<file path="config.mk">
export PLATFORM = sky130hd
export DESIGN_NAME = dbr_top
export DESIGN_NICKNAME = d
export VERILOG_FILES = /design/src/dbr_pkg.sv /design/src/dbr_bank_if.sv /design/src/dbr_burst.sv /design/src/dbr_bank.sv /design/src/dbr_top.sv
export SDC_FILE = /design/constraint.sdc
export NUM_CORES = 1
export LEC_CHECK = 0
export ABC_AREA = 1
export BUFFER_PORTS_ARGS = -buffer_cell sky130_fd_sc_hd__buf_4
export CAP_MARGIN = 20
export CORE_MARGIN = 10
export CORE_UTILIZATION = 64
export DETAILED_ROUTE_END_ITERATION = 8
export GPL_TIMING_DRIVEN = 0
export PLACE_DENSITY = 0.88
export SLEW_MARGIN = 20
export SYNTH_ARGS = -nofsm -noshare
export SYNTH_HDL_FRONTEND = slang
export SYNTH_SLANG_ARGS = --single-unit
</file>
<file path="constraint.sdc">
create_clock -name pclk -period 5.6 [get_ports pclk]
set_clock_uncertainty 0.15 [all_clocks]
set_input_delay 0.56 -clock pclk [delete_from_list [all_inputs] [get_ports pclk]]
set_output_delay 0.56 -clock pclk [all_outputs]
set_load 0.1 [all_outputs]
</file>
<file path="src/dbr_pkg.sv">
// Package with the constants, types and decode function of the bank block.
package dbr_pkg;
  localparam int DBR_BANKS = 8;
  localparam int DBR_ROW_W = 15;
  localparam int DBR_COL_W = 10;
  localparam int DBR_CNT_W = 8;
  localparam int DBR_AP_BIT = 10;
  localparam int DBR_CHOP_BIT = 12;
  // Write data beats occupy one clock per pair of beats.
  localparam logic [7:0] DBR_BL8_CK = 8'h04;
  localparam logic [7:0] DBR_BC4_CK = 8'h02;
  // Register byte offsets.
  localparam logic [11:0] DBR_OFS_MODE = 12'h000;
  localparam logic [11:0] DBR_OFS_TIMING = 12'h004;
  localparam logic [11:0] DBR_OFS_BANKS = 12'h008;
  localparam logic [11:0] DBR_OFS_ERR = 12'h00C;
  localparam logic [11:0] DBR_OFS_LAST = 12'h010;
  // Field positions.
  localparam int DBR_TIM_TRP_LSB = 0;
  localparam int DBR_TIM_MINIMUM_ROW_ACTIVE_TIME_LSB = 8;
  localparam int DBR_TIM_WRD_LSB = 16;
  localparam int DBR_ERR_OPEN = 0;
  localparam int DBR_ERR_EARLY = 1;
  localparam int DBR_ERR_IDLE = 2;
  // Reset values.
  localparam logic [1:0] DBR_MODE_RST = 2'h0;
  localparam logic [7:0] DBR_TRP_RST = 8'h10;
  localparam logic [7:0] DBR_MINIMUM_ROW_ACTIVE_TIME_RST = 8'h20;
  localparam logic [7:0] DBR_WRD_RST = 8'h18;
  // Burst length field encodings.
  localparam logic [1:0] DBR_BL_FIXED8 = 2'h0;
  localparam logic [1:0] DBR_BL_OTF = 2'h1;
  localparam logic [1:0] DBR_BL_FIXED4 = 2'h2;

  typedef enum logic [2:0]
  {
    DBR_CMD_NOP = 3'b000,
    DBR_CMD_ACT = 3'b001,
    DBR_CMD_PRE = 3'b010,
    DBR_CMD_PREA = 3'b011,
    DBR_CMD_RD = 3'b100,
    DBR_CMD_WR = 3'b101
  } dbr_cmd_t;

  typedef enum logic [1:0]
  {
    DBR_BK_IDLE = 2'b00,
    DBR_BK_ACTIVE = 2'b01,
    DBR_BK_AUTOPRE = 2'b10,
    DBR_BK_PRECHG = 2'b11
  } dbr_bank_t;

  // Flat bank number from bank group and bank within the group.
  function automatic logic [2:0] dbr_bank_index(input logic bg,
                                                input logic [1:0] ba);
    dbr_bank_index = {bg, ba};
  endfunction
endpackage

</file>
<file path="src/dbr_bank_if.sv">
// Interface carrying one bank's command strobes and its state back.
`timescale 1ns/1ps
interface dbr_bank_if;
  import dbr_pkg::*;
  logic act;
  logic pre;
  logic access;
  logic is_write;
  logic auto_pre;
  logic burst_eight;
  logic [DBR_ROW_W-1:0] row_in;
  dbr_bank_t state;
  logic [DBR_ROW_W-1:0] open_row;
  modport ctrl (output act, pre, access, is_write, auto_pre, burst_eight,
                row_in, input state, open_row);
  modport bank (input act, pre, access, is_write, auto_pre, burst_eight,
                row_in, output state, open_row);
endinterface

</file>
<file path="src/dbr_burst.sv">
// Burst length decode from the mode field and the chop address bit.
`timescale 1ns/1ps
module dbr_burst
(
  // Mode and command.
  input wire logic [1:0] bl_field,
  input wire logic chop_bit,
  // Result.
  output logic burst_eight
);
  import dbr_pkg::*;

  // Field 11 is reserved and falls back to eight beats.
  always_comb
  begin
    case (bl_field)
      DBR_BL_FIXED8: burst_eight = 1'b1;
      DBR_BL_OTF: burst_eight = chop_bit;
      DBR_BL_FIXED4: burst_eight = 1'b0;
      default: burst_eight = 1'b1;
    endcase
  end
endmodule

</file>
<file path="src/dbr_bank.sv">
// One bank: open row, precharge timing and the auto precharge lockout.
`timescale 1ns/1ps
module dbr_bank
(
  // Clock and reset.
  input wire logic pclk,
  input wire logic presetn,
  // Timing settings in clocks.
  input wire logic [dbr_pkg::DBR_CNT_W-1:0] precharge_period,
  input wire logic [dbr_pkg::DBR_CNT_W-1:0] minimum_row_active_time,
  input wire logic [dbr_pkg::DBR_CNT_W-1:0] wrd,
  // Commands and state.
  dbr_bank_if.bank bif
);
  import dbr_pkg::*;

  dbr_bank_t state;
  logic [DBR_CNT_W-1:0] pre_cnt;
  logic [DBR_CNT_W-1:0] ras_cnt;
  logic [DBR_CNT_W-1:0] ap_cnt;
  logic ap_go;
  logic start_pre;

  assign bif.state = state;
  // Reads wait only for the row active time, writes also for their data.
  assign ap_go = (ap_cnt == '0) && (ras_cnt >= minimum_row_active_time);
  // A precharge to an idle bank starts nothing and raises nothing.
  assign start_pre = (bif.pre && state != DBR_BK_IDLE) ||
                     (state == DBR_BK_AUTOPRE && ap_go);

  // Bank state machine.
  always_ff @(posedge pclk or negedge presetn)
  begin
    if (!presetn)
      state <= DBR_BK_IDLE;
    else
      case (state)
        DBR_BK_IDLE:
          if (bif.act)
            state <= DBR_BK_ACTIVE;
        DBR_BK_ACTIVE:
          if (bif.pre)
            state <= DBR_BK_PRECHG;
          else if (bif.access && bif.auto_pre)
            state <= DBR_BK_AUTOPRE;
        DBR_BK_AUTOPRE:
          if (start_pre)
            state <= DBR_BK_PRECHG;
        DBR_BK_PRECHG:
          if (!bif.pre && pre_cnt <= 8'h01)
            state <= DBR_BK_IDLE;
        default: state <= DBR_BK_IDLE;
      endcase
  end

  // Open row address is captured only when an idle bank is activated.
  always_ff @(posedge pclk or negedge presetn)
  begin
    if (!presetn)
      bif.open_row <= '0;
    else if (bif.act && state == DBR_BK_IDLE)
      bif.open_row <= bif.row_in;
  end

  // Precharge period counter, restarted by every later precharge.
  always_ff @(posedge pclk or negedge presetn)
  begin
    if (!presetn)
      pre_cnt <= '0;
    else if (start_pre)
      pre_cnt <= precharge_period;
    else if (pre_cnt != '0)
      pre_cnt <= pre_cnt - 8'h01;
  end

  // Row active time counter, saturating so long rows stay satisfied.
  always_ff @(posedge pclk or negedge presetn)
  begin
    if (!presetn)
      ras_cnt <= '0;
    else if (bif.act && state == DBR_BK_IDLE)
      ras_cnt <= '0;
    else if (ras_cnt != 8'hFF)
      ras_cnt <= ras_cnt + 8'h01;
  end

  // Write recovery plus burst clocks before an auto precharge may start.
  always_ff @(posedge pclk or negedge presetn)
  begin
    if (!presetn)
      ap_cnt <= '0;
    else if (state == DBR_BK_ACTIVE && bif.access && bif.auto_pre)
      ap_cnt <= bif.is_write ?
                wrd + (bif.burst_eight ? DBR_BL8_CK : DBR_BC4_CK) :
                8'h00;
    else if (ap_cnt != '0)
      ap_cnt <= ap_cnt - 8'h01;
  end
endmodule

</file>
<file path="src/dbr_top.sv">
// Bank row and burst control: pin capture, banks and the APB registers.
//
// Added by the designer: the APB register port and the placing of the registers.
`timescale 1ns/1ps
module dbr_top
(
  // Clock and reset.
  input wire logic pclk,
  input wire logic presetn,
  // APB slave.
  input wire logic psel,
  input wire logic penable,
  input wire logic pwrite,
  input wire logic [11:0] paddr,
  input wire logic [31:0] pwdata,
  input wire logic [3:0] pstrb,
  output logic [31:0] prdata,
  output logic pready,
  output logic pslverr,
  // Command and address pins from the memory controller.
  input wire logic [2:0] cmd_code,
  input wire logic bank_group_input,
  input wire logic [1:0] bank_select_inputs,
  input wire logic [dbr_pkg::DBR_ROW_W-1:0] row_address_inputs,
  // Access issued to the array.
  output logic acc_valid,
  output logic [2:0] acc_bank,
  output logic [dbr_pkg::DBR_ROW_W-1:0] acc_row,
  output logic [dbr_pkg::DBR_COL_W-1:0] acc_column,
  output logic acc_write,
  output logic acc_burst_eight,
  output logic acc_auto_pre,
  // Per-bank open flags.
  output logic [dbr_pkg::DBR_BANKS-1:0] bank_open
);
  import dbr_pkg::*;

  logic [2:0] cmd_s1;
  logic [2:0] cmd_s2;
  logic bg_s1;
  logic bg_s2;
  logic [1:0] ba_s1;
  logic [1:0] ba_s2;
  logic [DBR_ROW_W-1:0] addr_s1;
  logic [DBR_ROW_W-1:0] addr_s2;
  dbr_cmd_t cmd;
  logic [2:0] idx;
  logic burst_eight;
  logic is_act;
  logic is_access;
  logic [1:0] mode_bl;
  logic [7:0] precharge_period;
  logic [7:0] minimum_row_active_time;
  logic [7:0] wrd;
  logic [2:0] err;
  logic [2:0] err_set;
  logic [2:0] err_clr;
  dbr_bank_t bank_state [DBR_BANKS];
  logic [DBR_ROW_W-1:0] bank_row [DBR_BANKS];
  logic [15:0] state_vec;
  logic wr_en;
  logic rd_en;
  logic mapped;
  logic [31:0] next_rdata;

  // The pins come from another domain and pass two flops first.
  always_ff @(posedge pclk or negedge presetn)
  begin
    if (!presetn)
    begin
      cmd_s1 <= '0;
      cmd_s2 <= '0;
      bg_s1 <= 1'b0;
      bg_s2 <= 1'b0;
      ba_s1 <= '0;
      ba_s2 <= '0;
      addr_s1 <= '0;
      addr_s2 <= '0;
    end
    else
    begin
      cmd_s1 <= cmd_code;
      cmd_s2 <= cmd_s1;
      bg_s1 <= bank_group_input;
      bg_s2 <= bg_s1;
      ba_s1 <= bank_select_inputs;
      ba_s2 <= ba_s1;
      addr_s1 <= row_address_inputs;
      addr_s2 <= addr_s1;
    end
  end

  // Command decode on the settled pins.
  assign cmd = dbr_cmd_t'(cmd_s2);
  assign idx = dbr_bank_index(bg_s2, ba_s2);
  assign is_act = (cmd == DBR_CMD_ACT);
  assign is_access = (cmd == DBR_CMD_RD) || (cmd == DBR_CMD_WR);

  dbr_burst u_burst
  (
    .bl_field(mode_bl),
    .chop_bit(addr_s2[DBR_CHOP_BIT]),
    .burst_eight(burst_eight)
  );

  // One tracker per bank; all-bank precharge reaches every one.
  genvar gi;
  generate
    for (gi = 0; gi < DBR_BANKS; gi++)
    begin : g_bank
      dbr_bank_if bif();
      assign bif.act = is_act && idx == 3'(gi);
      assign bif.pre = (cmd == DBR_CMD_PRE && idx == 3'(gi)) ||
                       cmd == DBR_CMD_PREA;
      // Auto precharge elsewhere never blocks this bank's access.
      assign bif.access = is_access && idx == 3'(gi);
      assign bif.is_write = (cmd == DBR_CMD_WR);
      assign bif.auto_pre = addr_s2[DBR_AP_BIT];
      assign bif.burst_eight = burst_eight;
      assign bif.row_in = addr_s2;
      assign bank_state[gi] = bif.state;
      assign bank_row[gi] = bif.open_row;
      assign state_vec[2*gi +: 2] = bif.state;
      dbr_bank u_bank
      (
        .pclk(pclk),
        .presetn(presetn),
        .precharge_period(precharge_period),
        .minimum_row_active_time(minimum_row_active_time),
        .wrd(wrd),
        .bif(bif)
      );
    end
  endgenerate

  // Open flags follow the bank trackers directly.
  always_comb
  begin
    for (int i = 0; i < DBR_BANKS; i++)
      bank_open[i] = (bank_state[i] == DBR_BK_ACTIVE);
  end

  // Controller misuse flags; the device itself carries on regardless.
  always_comb
  begin
    err_set = '0;
    err_set[DBR_ERR_OPEN] = is_act &&
      bank_state[idx] == DBR_BK_ACTIVE;
    err_set[DBR_ERR_EARLY] = is_act &&
      (bank_state[idx] == DBR_BK_PRECHG ||
       bank_state[idx] == DBR_BK_AUTOPRE);
    err_set[DBR_ERR_IDLE] = is_access &&
      bank_state[idx] != DBR_BK_ACTIVE;
  end

  // Accesses reach the array only on a bank that holds an open row.
  always_ff @(posedge pclk or negedge presetn)
  begin
    if (!presetn)
    begin
      acc_valid <= 1'b0;
      acc_bank <= '0;
      acc_row <= '0;
      acc_column <= '0;
      acc_write <= 1'b0;
      acc_burst_eight <= 1'b0;
      acc_auto_pre <= 1'b0;
    end
    else
    begin
      acc_valid <= is_access && bank_state[idx] == DBR_BK_ACTIVE;
      if (is_access)
      begin
        acc_bank <= idx;
        acc_row <= bank_row[idx];
        // Only the low column bits go on; the chop bit is excluded.
        acc_column <= addr_s2[DBR_COL_W-1:0];
        acc_write <= (cmd == DBR_CMD_WR);
        acc_burst_eight <= burst_eight;
        acc_auto_pre <= addr_s2[DBR_AP_BIT];
      end
    end
  end

  // APB decode: writes land in the access phase, reads load in setup.
  assign mapped = paddr == DBR_OFS_MODE || paddr == DBR_OFS_TIMING ||
                  paddr == DBR_OFS_BANKS || paddr == DBR_OFS_ERR ||
                  paddr == DBR_OFS_LAST;
  assign wr_en = psel && penable && pwrite && mapped;
  assign rd_en = psel && !penable && !pwrite;
  assign pready = 1'b1;
  assign err_clr = (wr_en && paddr == DBR_OFS_ERR && pstrb[0]) ?
                   pwdata[2:0] : 3'h0;

  // Mode and timing registers steer burst decode and bank counters.
  always_ff @(posedge pclk or negedge presetn)
  begin
    if (!presetn)
    begin
      mode_bl <= DBR_MODE_RST;
      precharge_period <= DBR_TRP_RST;
      minimum_row_active_time <= DBR_MINIMUM_ROW_ACTIVE_TIME_RST;
      wrd <= DBR_WRD_RST;
    end
    else if (wr_en)
    begin
      if (paddr == DBR_OFS_MODE && pstrb[0])
        mode_bl <= pwdata[1:0];
      if (paddr == DBR_OFS_TIMING)
      begin
        if (pstrb[0])
          precharge_period <= pwdata[DBR_TIM_TRP_LSB +: 8];
        if (pstrb[1])
          minimum_row_active_time <= pwdata[DBR_TIM_MINIMUM_ROW_ACTIVE_TIME_LSB +: 8];
        if (pstrb[2])
          wrd <= pwdata[DBR_TIM_WRD_LSB +: 8];
      end
    end
  end

  // Sticky flags: a new event in the clearing cycle survives the clear.
  always_ff @(posedge pclk or negedge presetn)
  begin
    if (!presetn)
      err <= '0;
    else
      err <= (err & ~err_clr) | err_set;
  end

  // Read mux; unmapped addresses read zero.
  always_comb
  begin
    next_rdata = 32'h0000_0000;
    case (paddr)
      DBR_OFS_MODE: next_rdata = {30'h0, mode_bl};
      DBR_OFS_TIMING: next_rdata = {8'h00, wrd, minimum_row_active_time, precharge_period};
      DBR_OFS_BANKS: next_rdata = {16'h0000, state_vec};
      DBR_OFS_ERR: next_rdata = {29'h0, err};
      DBR_OFS_LAST: next_rdata = {14'h0, acc_auto_pre, acc_burst_eight,
                                  acc_write, acc_bank, 2'h0, acc_column};
      default: next_rdata = 32'h0000_0000;
    endcase
  end

  // Read data and the error answer are registered at the setup cycle.
  always_ff @(posedge pclk or negedge presetn)
  begin
    if (!presetn)
    begin
      prdata <= '0;
      pslverr <= 1'b0;
    end
    else if (psel && !penable)
    begin
      prdata <= rd_en ? next_rdata : 32'h0000_0000;
      pslverr <= !mapped;
    end
  end
endmodule

</file>
==> key figures <==
Yosys
  • Post-synth top cells: 813 x sky130_fd_sc_hd__nand2_1, 452 x sky130_fd_sc_hd__dfrtp_1, 380 x sky130_fd_sc_hd__inv_1
  • Number of warning messages in the yosys log: 0
  • Share of the synthesized area in the top cell type: 0.4660
  • Average instance area after synthesis: 8.100 um2
  • Commonest register cell after synthesis: sky130_fd_sc_hd__dfrtp_1
  • Largest family of logic cells by synthesized area: simple AND/OR/NAND/NOR gates
  • Synthesized-area fraction occupied by ao, oa, aoi and oai cells: 0.1276
  • Leading post-synthesis cells by cell area: sky130_fd_sc_hd__dfrtp_1 47%, sky130_fd_sc_hd__nand2_1 13%, sky130_fd_sc_hd__ha_1 7.1%
  • Synth Area in XOR/XNOR: 0.03319
  • Number of flops mapped to enable cells by yosys: 0
  • Fraction of synthesis flops using an asynchronous set or reset pin: 1.000
  • Adder-cell share of the synthesized area: 0.07144
  • Dominant cell type by area after synthesis: sky130_fd_sc_hd__dfrtp_1
  • Post-Synthesis Cells: 2997
  • Post-synthesis instance area: 24270 um2
  • Multiplexer share of the synthesized area: 0
  • Most used standard cell by instance count after synthesis: sky130_fd_sc_hd__nand2_1
  • Post-synth cell types: 53
  • Sequential fraction of the synthesis area: 0.4703
  • Simple-gate portion of the synthesized area: 0.2199
  • Flop and latch count out of synthesis: 456

Placement
  • Post-detailed-placement half-perimeter wirelength: 51.48 mm
  • Placed Instances: 3648
  • Global placement routability congestion: 0.9826
  • Count of port buffers added during placement: 129

Global routing
  • Initial antenna violation count: 2
  • Global routing usage summed across all routing layers: 0.3107
  • Vias in the first global route: 22.53k
  • Total overflow reported by the global router: 0
  • Pin count of the biggest net entering global routing: 107
  • First-pass GRT wire length: 116.0 mm

Worst setup path
  • Max FO, Critical Path: 8
  • Critical path's most frequent cell: sky130_fd_sc_hd__o21ai_0
  • Worst setup path startpoint: addr_s2[12]$_DFF_PN0_
  • Slowest cell on crit path: sky130_fd_sc_hd__a21oi_1
  • End of the worst register-to-register path: g_bank[7].u_bank.ap_cnt[4]$_DFFE_PN0P_
  • Crit path required time: 5.95 ns
  • Arr. time, crit path: 3.56 ns
  • R2r setup slk: 2.39 ns
  • Type of destination of the critical path: register
  • Crit start category: register
  • Worst Setup Path Type: register to register
  • Reg2reg start: addr_s2[12]$_DFF_PN0_
  • Critical path, cell by cell: inv_1 > nand3_1 > o21ai_0 > inv_1 > ha_1 > a21oi_1 > nor2_1 > o21ai_0 > a21oi_1 > nand2_1 > o21ai_0
  • Slowest cell delay on critical path: 0.77 ns
  • Worst Reg2Reg Path Length in Cells: 11

CTS
  • Clock Tree Buf Depth: 3
  • H-tree levels: 2
  • Number of clock sinks seen by CTS: 456
  • Buffer type at the clock tree root: sky130_fd_sc_hd__clkbuf_16
  • Num CTS Buffers: 48
  • CTS clock-pin slew for the worst setup and hold paths: 0.06 ns
  • Number of hold buffers added after CTS: 22
  • Number of setup buffers added after CTS: 0
  • CTS tree: yes
  • CTS-repair resized insts: 0
  • Clock latency at the later pin of the worst-skew pair: 0.62 ns

Timing
  • Worst relative slew slack: 0.3276
  • Final setup violation count: 0
  • RSZ-0062 raised after global routing: false
  • Final worst-path cycle share: 0.5740
  • Period minus WS final: 3.214 ns
  • Number of hold violations in the final report: 0
  • Max Freq: 0.3111 GHz
  • Number of max-slew violations in the final report: 0
  • Actual transition at the worst max-transition pin: 1.002 ns

Run status
  • Status: finished clean

Detailed routing
  • Via-per-instance ratio: 5.947
  • Drc violations: 0
  • Sum of routed wire length over all layers: 72.70 mm
  • Remaining number of nets flagged by the antenna check after routing: 0
  • Vias after detailed routing: 22.35k
  • First-pass iteration count of the detailed router: 8
  • Initial DRC count: 2312
  • WL per Instance: 19.35 um

Die
  • Placement Rows: 71
  • Std-Cell Core Area: 37580 um2
  • Die outline width: 214.8 um
  • Initial core utilization: 0.6460
  • Die Span Y: 214.8 um
  • # IOs: 148
  • Full die area: 46120 um2

Finish
  • FF+latch area: 11420 um2
  • Cell Count, Final, Fillers Out: 3758
  • Fill count: 2647
  • Area of the multi-input gates: 11010 um2
  • Layout-stage area growth over the synthesis result: 14.78%
  • Share of cells above drive strength 1: 0.09088
  • Total Nets Final: 3421

Hold path
  • Worst hold endpoint: minimum_row_active_time[5]$_DFFE_PN1P_
  • Worst hold path type: input port to register
  • Start point of the worst min-delay path: pwdata[13]
  • Count of cells along the worst hold path: 3

Job
  • Max-capacitance violation count: 0

Power and ir drop
  • Power per unit of standard cell area: 498.6 nW/um2
  • Sum of internal, switching and leakage power: 13.89 mW
  • IR drop worst, VDD: 0.3794 mV
  • Reported leakage power: 13.93 nW
## logic make-up (layout without fill, tap and decap cells)
logic type	Yosys count	count (layout)
compound gates	551	551
xor+xnor	92	92
fa+ha+maj	138	138
buf+inv	473	715
flops	456	456
other cells	2	10
simple gates	1285	1285
## report_power, final
part           internal, mW  switching (mW)
Sequential             4.38           0.896
Clock                  1.90            1.39
Combinational          1.94            3.39
Total                  8.22            5.68
## worst max-delay path, delay by kind of cell, from the launching register on
| kind | cells | cell delay [ns] |
|---|---|---|
| AOI/OAI and AO/OA | 5 | 1.42 |
| DFF | 1 | 0.40 |
| and+or+nand+nor | 3 | 0.40 |
| buffers and inverters | 2 | 0.39 |
| adders and majority gates | 1 | 0.31 |
## per-layer routing
metal | GRT usage | wire length (um) | vias up
met5 | 0 | 65 | -
met4 | 0.1898 | 4606 | 4
met3 | 0.06756 | 7051 | 301
met2 | 0.5087 | 34280 | 1245
met1 | 0.3701 | 26700 | 10650
li1 | - | - | 10150
## through the flow
step	instance area (um2)	worst slack, ns	util	hold WS [ns]	setup TNS, ns
floorplan	24300	3.083	-	0.1144	0
global placement	25910	-0.7434	0.6895	0.1820	-315.34
detailed placement	26030	2.553	0.6926	0.1856	0
CTS	27860	2.460	0.7414	0.005738	0
global route	27860	2.140	0.7414	0.007242	0
finish	27860	2.386	0.7415	0.01035	0
## sequential cells by signal, summed over array words and instances (netlist names), 10 cells and up
signal                      count
g_bank.u_bank.bif.open_row    120
g_bank.u_bank.ras_cnt          64
g_bank.u_bank.bif.state        16
addr_s1                        15
g_bank.u_bank.ap_cnt           64
prdata                         24
addr_s2                        15
acc_column                     10
g_bank.u_bank.pre_cnt          64
acc_row                        15
## area by class of cell
| type | count | share of cell area |
|---|---|---|
| clock buffer | 68 | 0.04944 |
| sequential | 456 | 0.4097 |
| antenna | 1 | 0.00008981 |
| timing repair buffer | 155 | 0.04688 |
| inverter | 391 | 0.05267 |
| tap | 511 | 0.02295 |
| clock inverter | 19 | 0.008487 |
| buffer | 82 | 0.01468 |
| multi-input combinational | 2075 | 0.3951 |
## worst max path at each step
stage | end | slack, ns
2_1_floorplan | g_bank[5].u_bank.ap_cnt[4]$_DFFE_PN0P_ | 3.08
3_3_place_gp | addr_s1[4]$_DFF_PN0_ | -0.74
3_5_place_dp | g_bank[7].u_bank.ap_cnt[7]$_DFFE_PN0P_ | 2.55
4_1_cts | g_bank[7].u_bank.ap_cnt[7]$_DFFE_PN0P_ | 2.46
5_1_grt | g_bank[7].u_bank.ap_cnt[4]$_DFFE_PN0P_ | 2.14
6_report | g_bank[7].u_bank.ap_cnt[4]$_DFFE_PN0P_ | 2.39
## cells in the final DEF (no fill, tap or decap), drive strengths merged, types with 9 or more instances in the layout
master         n
buf          175
dlygate4sd3   22
nand4         45
clkinv        17
o221ai        14
a31oi         16
xnor2         26
ha           137
clkbuf       108
dfrtp        452
conb           9
a21oi         78
inv          387
nor3          43
nor2         218
o22ai         27
xor2          66
o21ai        338
nand3        152
a22oi         29
nand2        817
o21a          11
No activity file was read; power rests on OpenSTA's default activity.
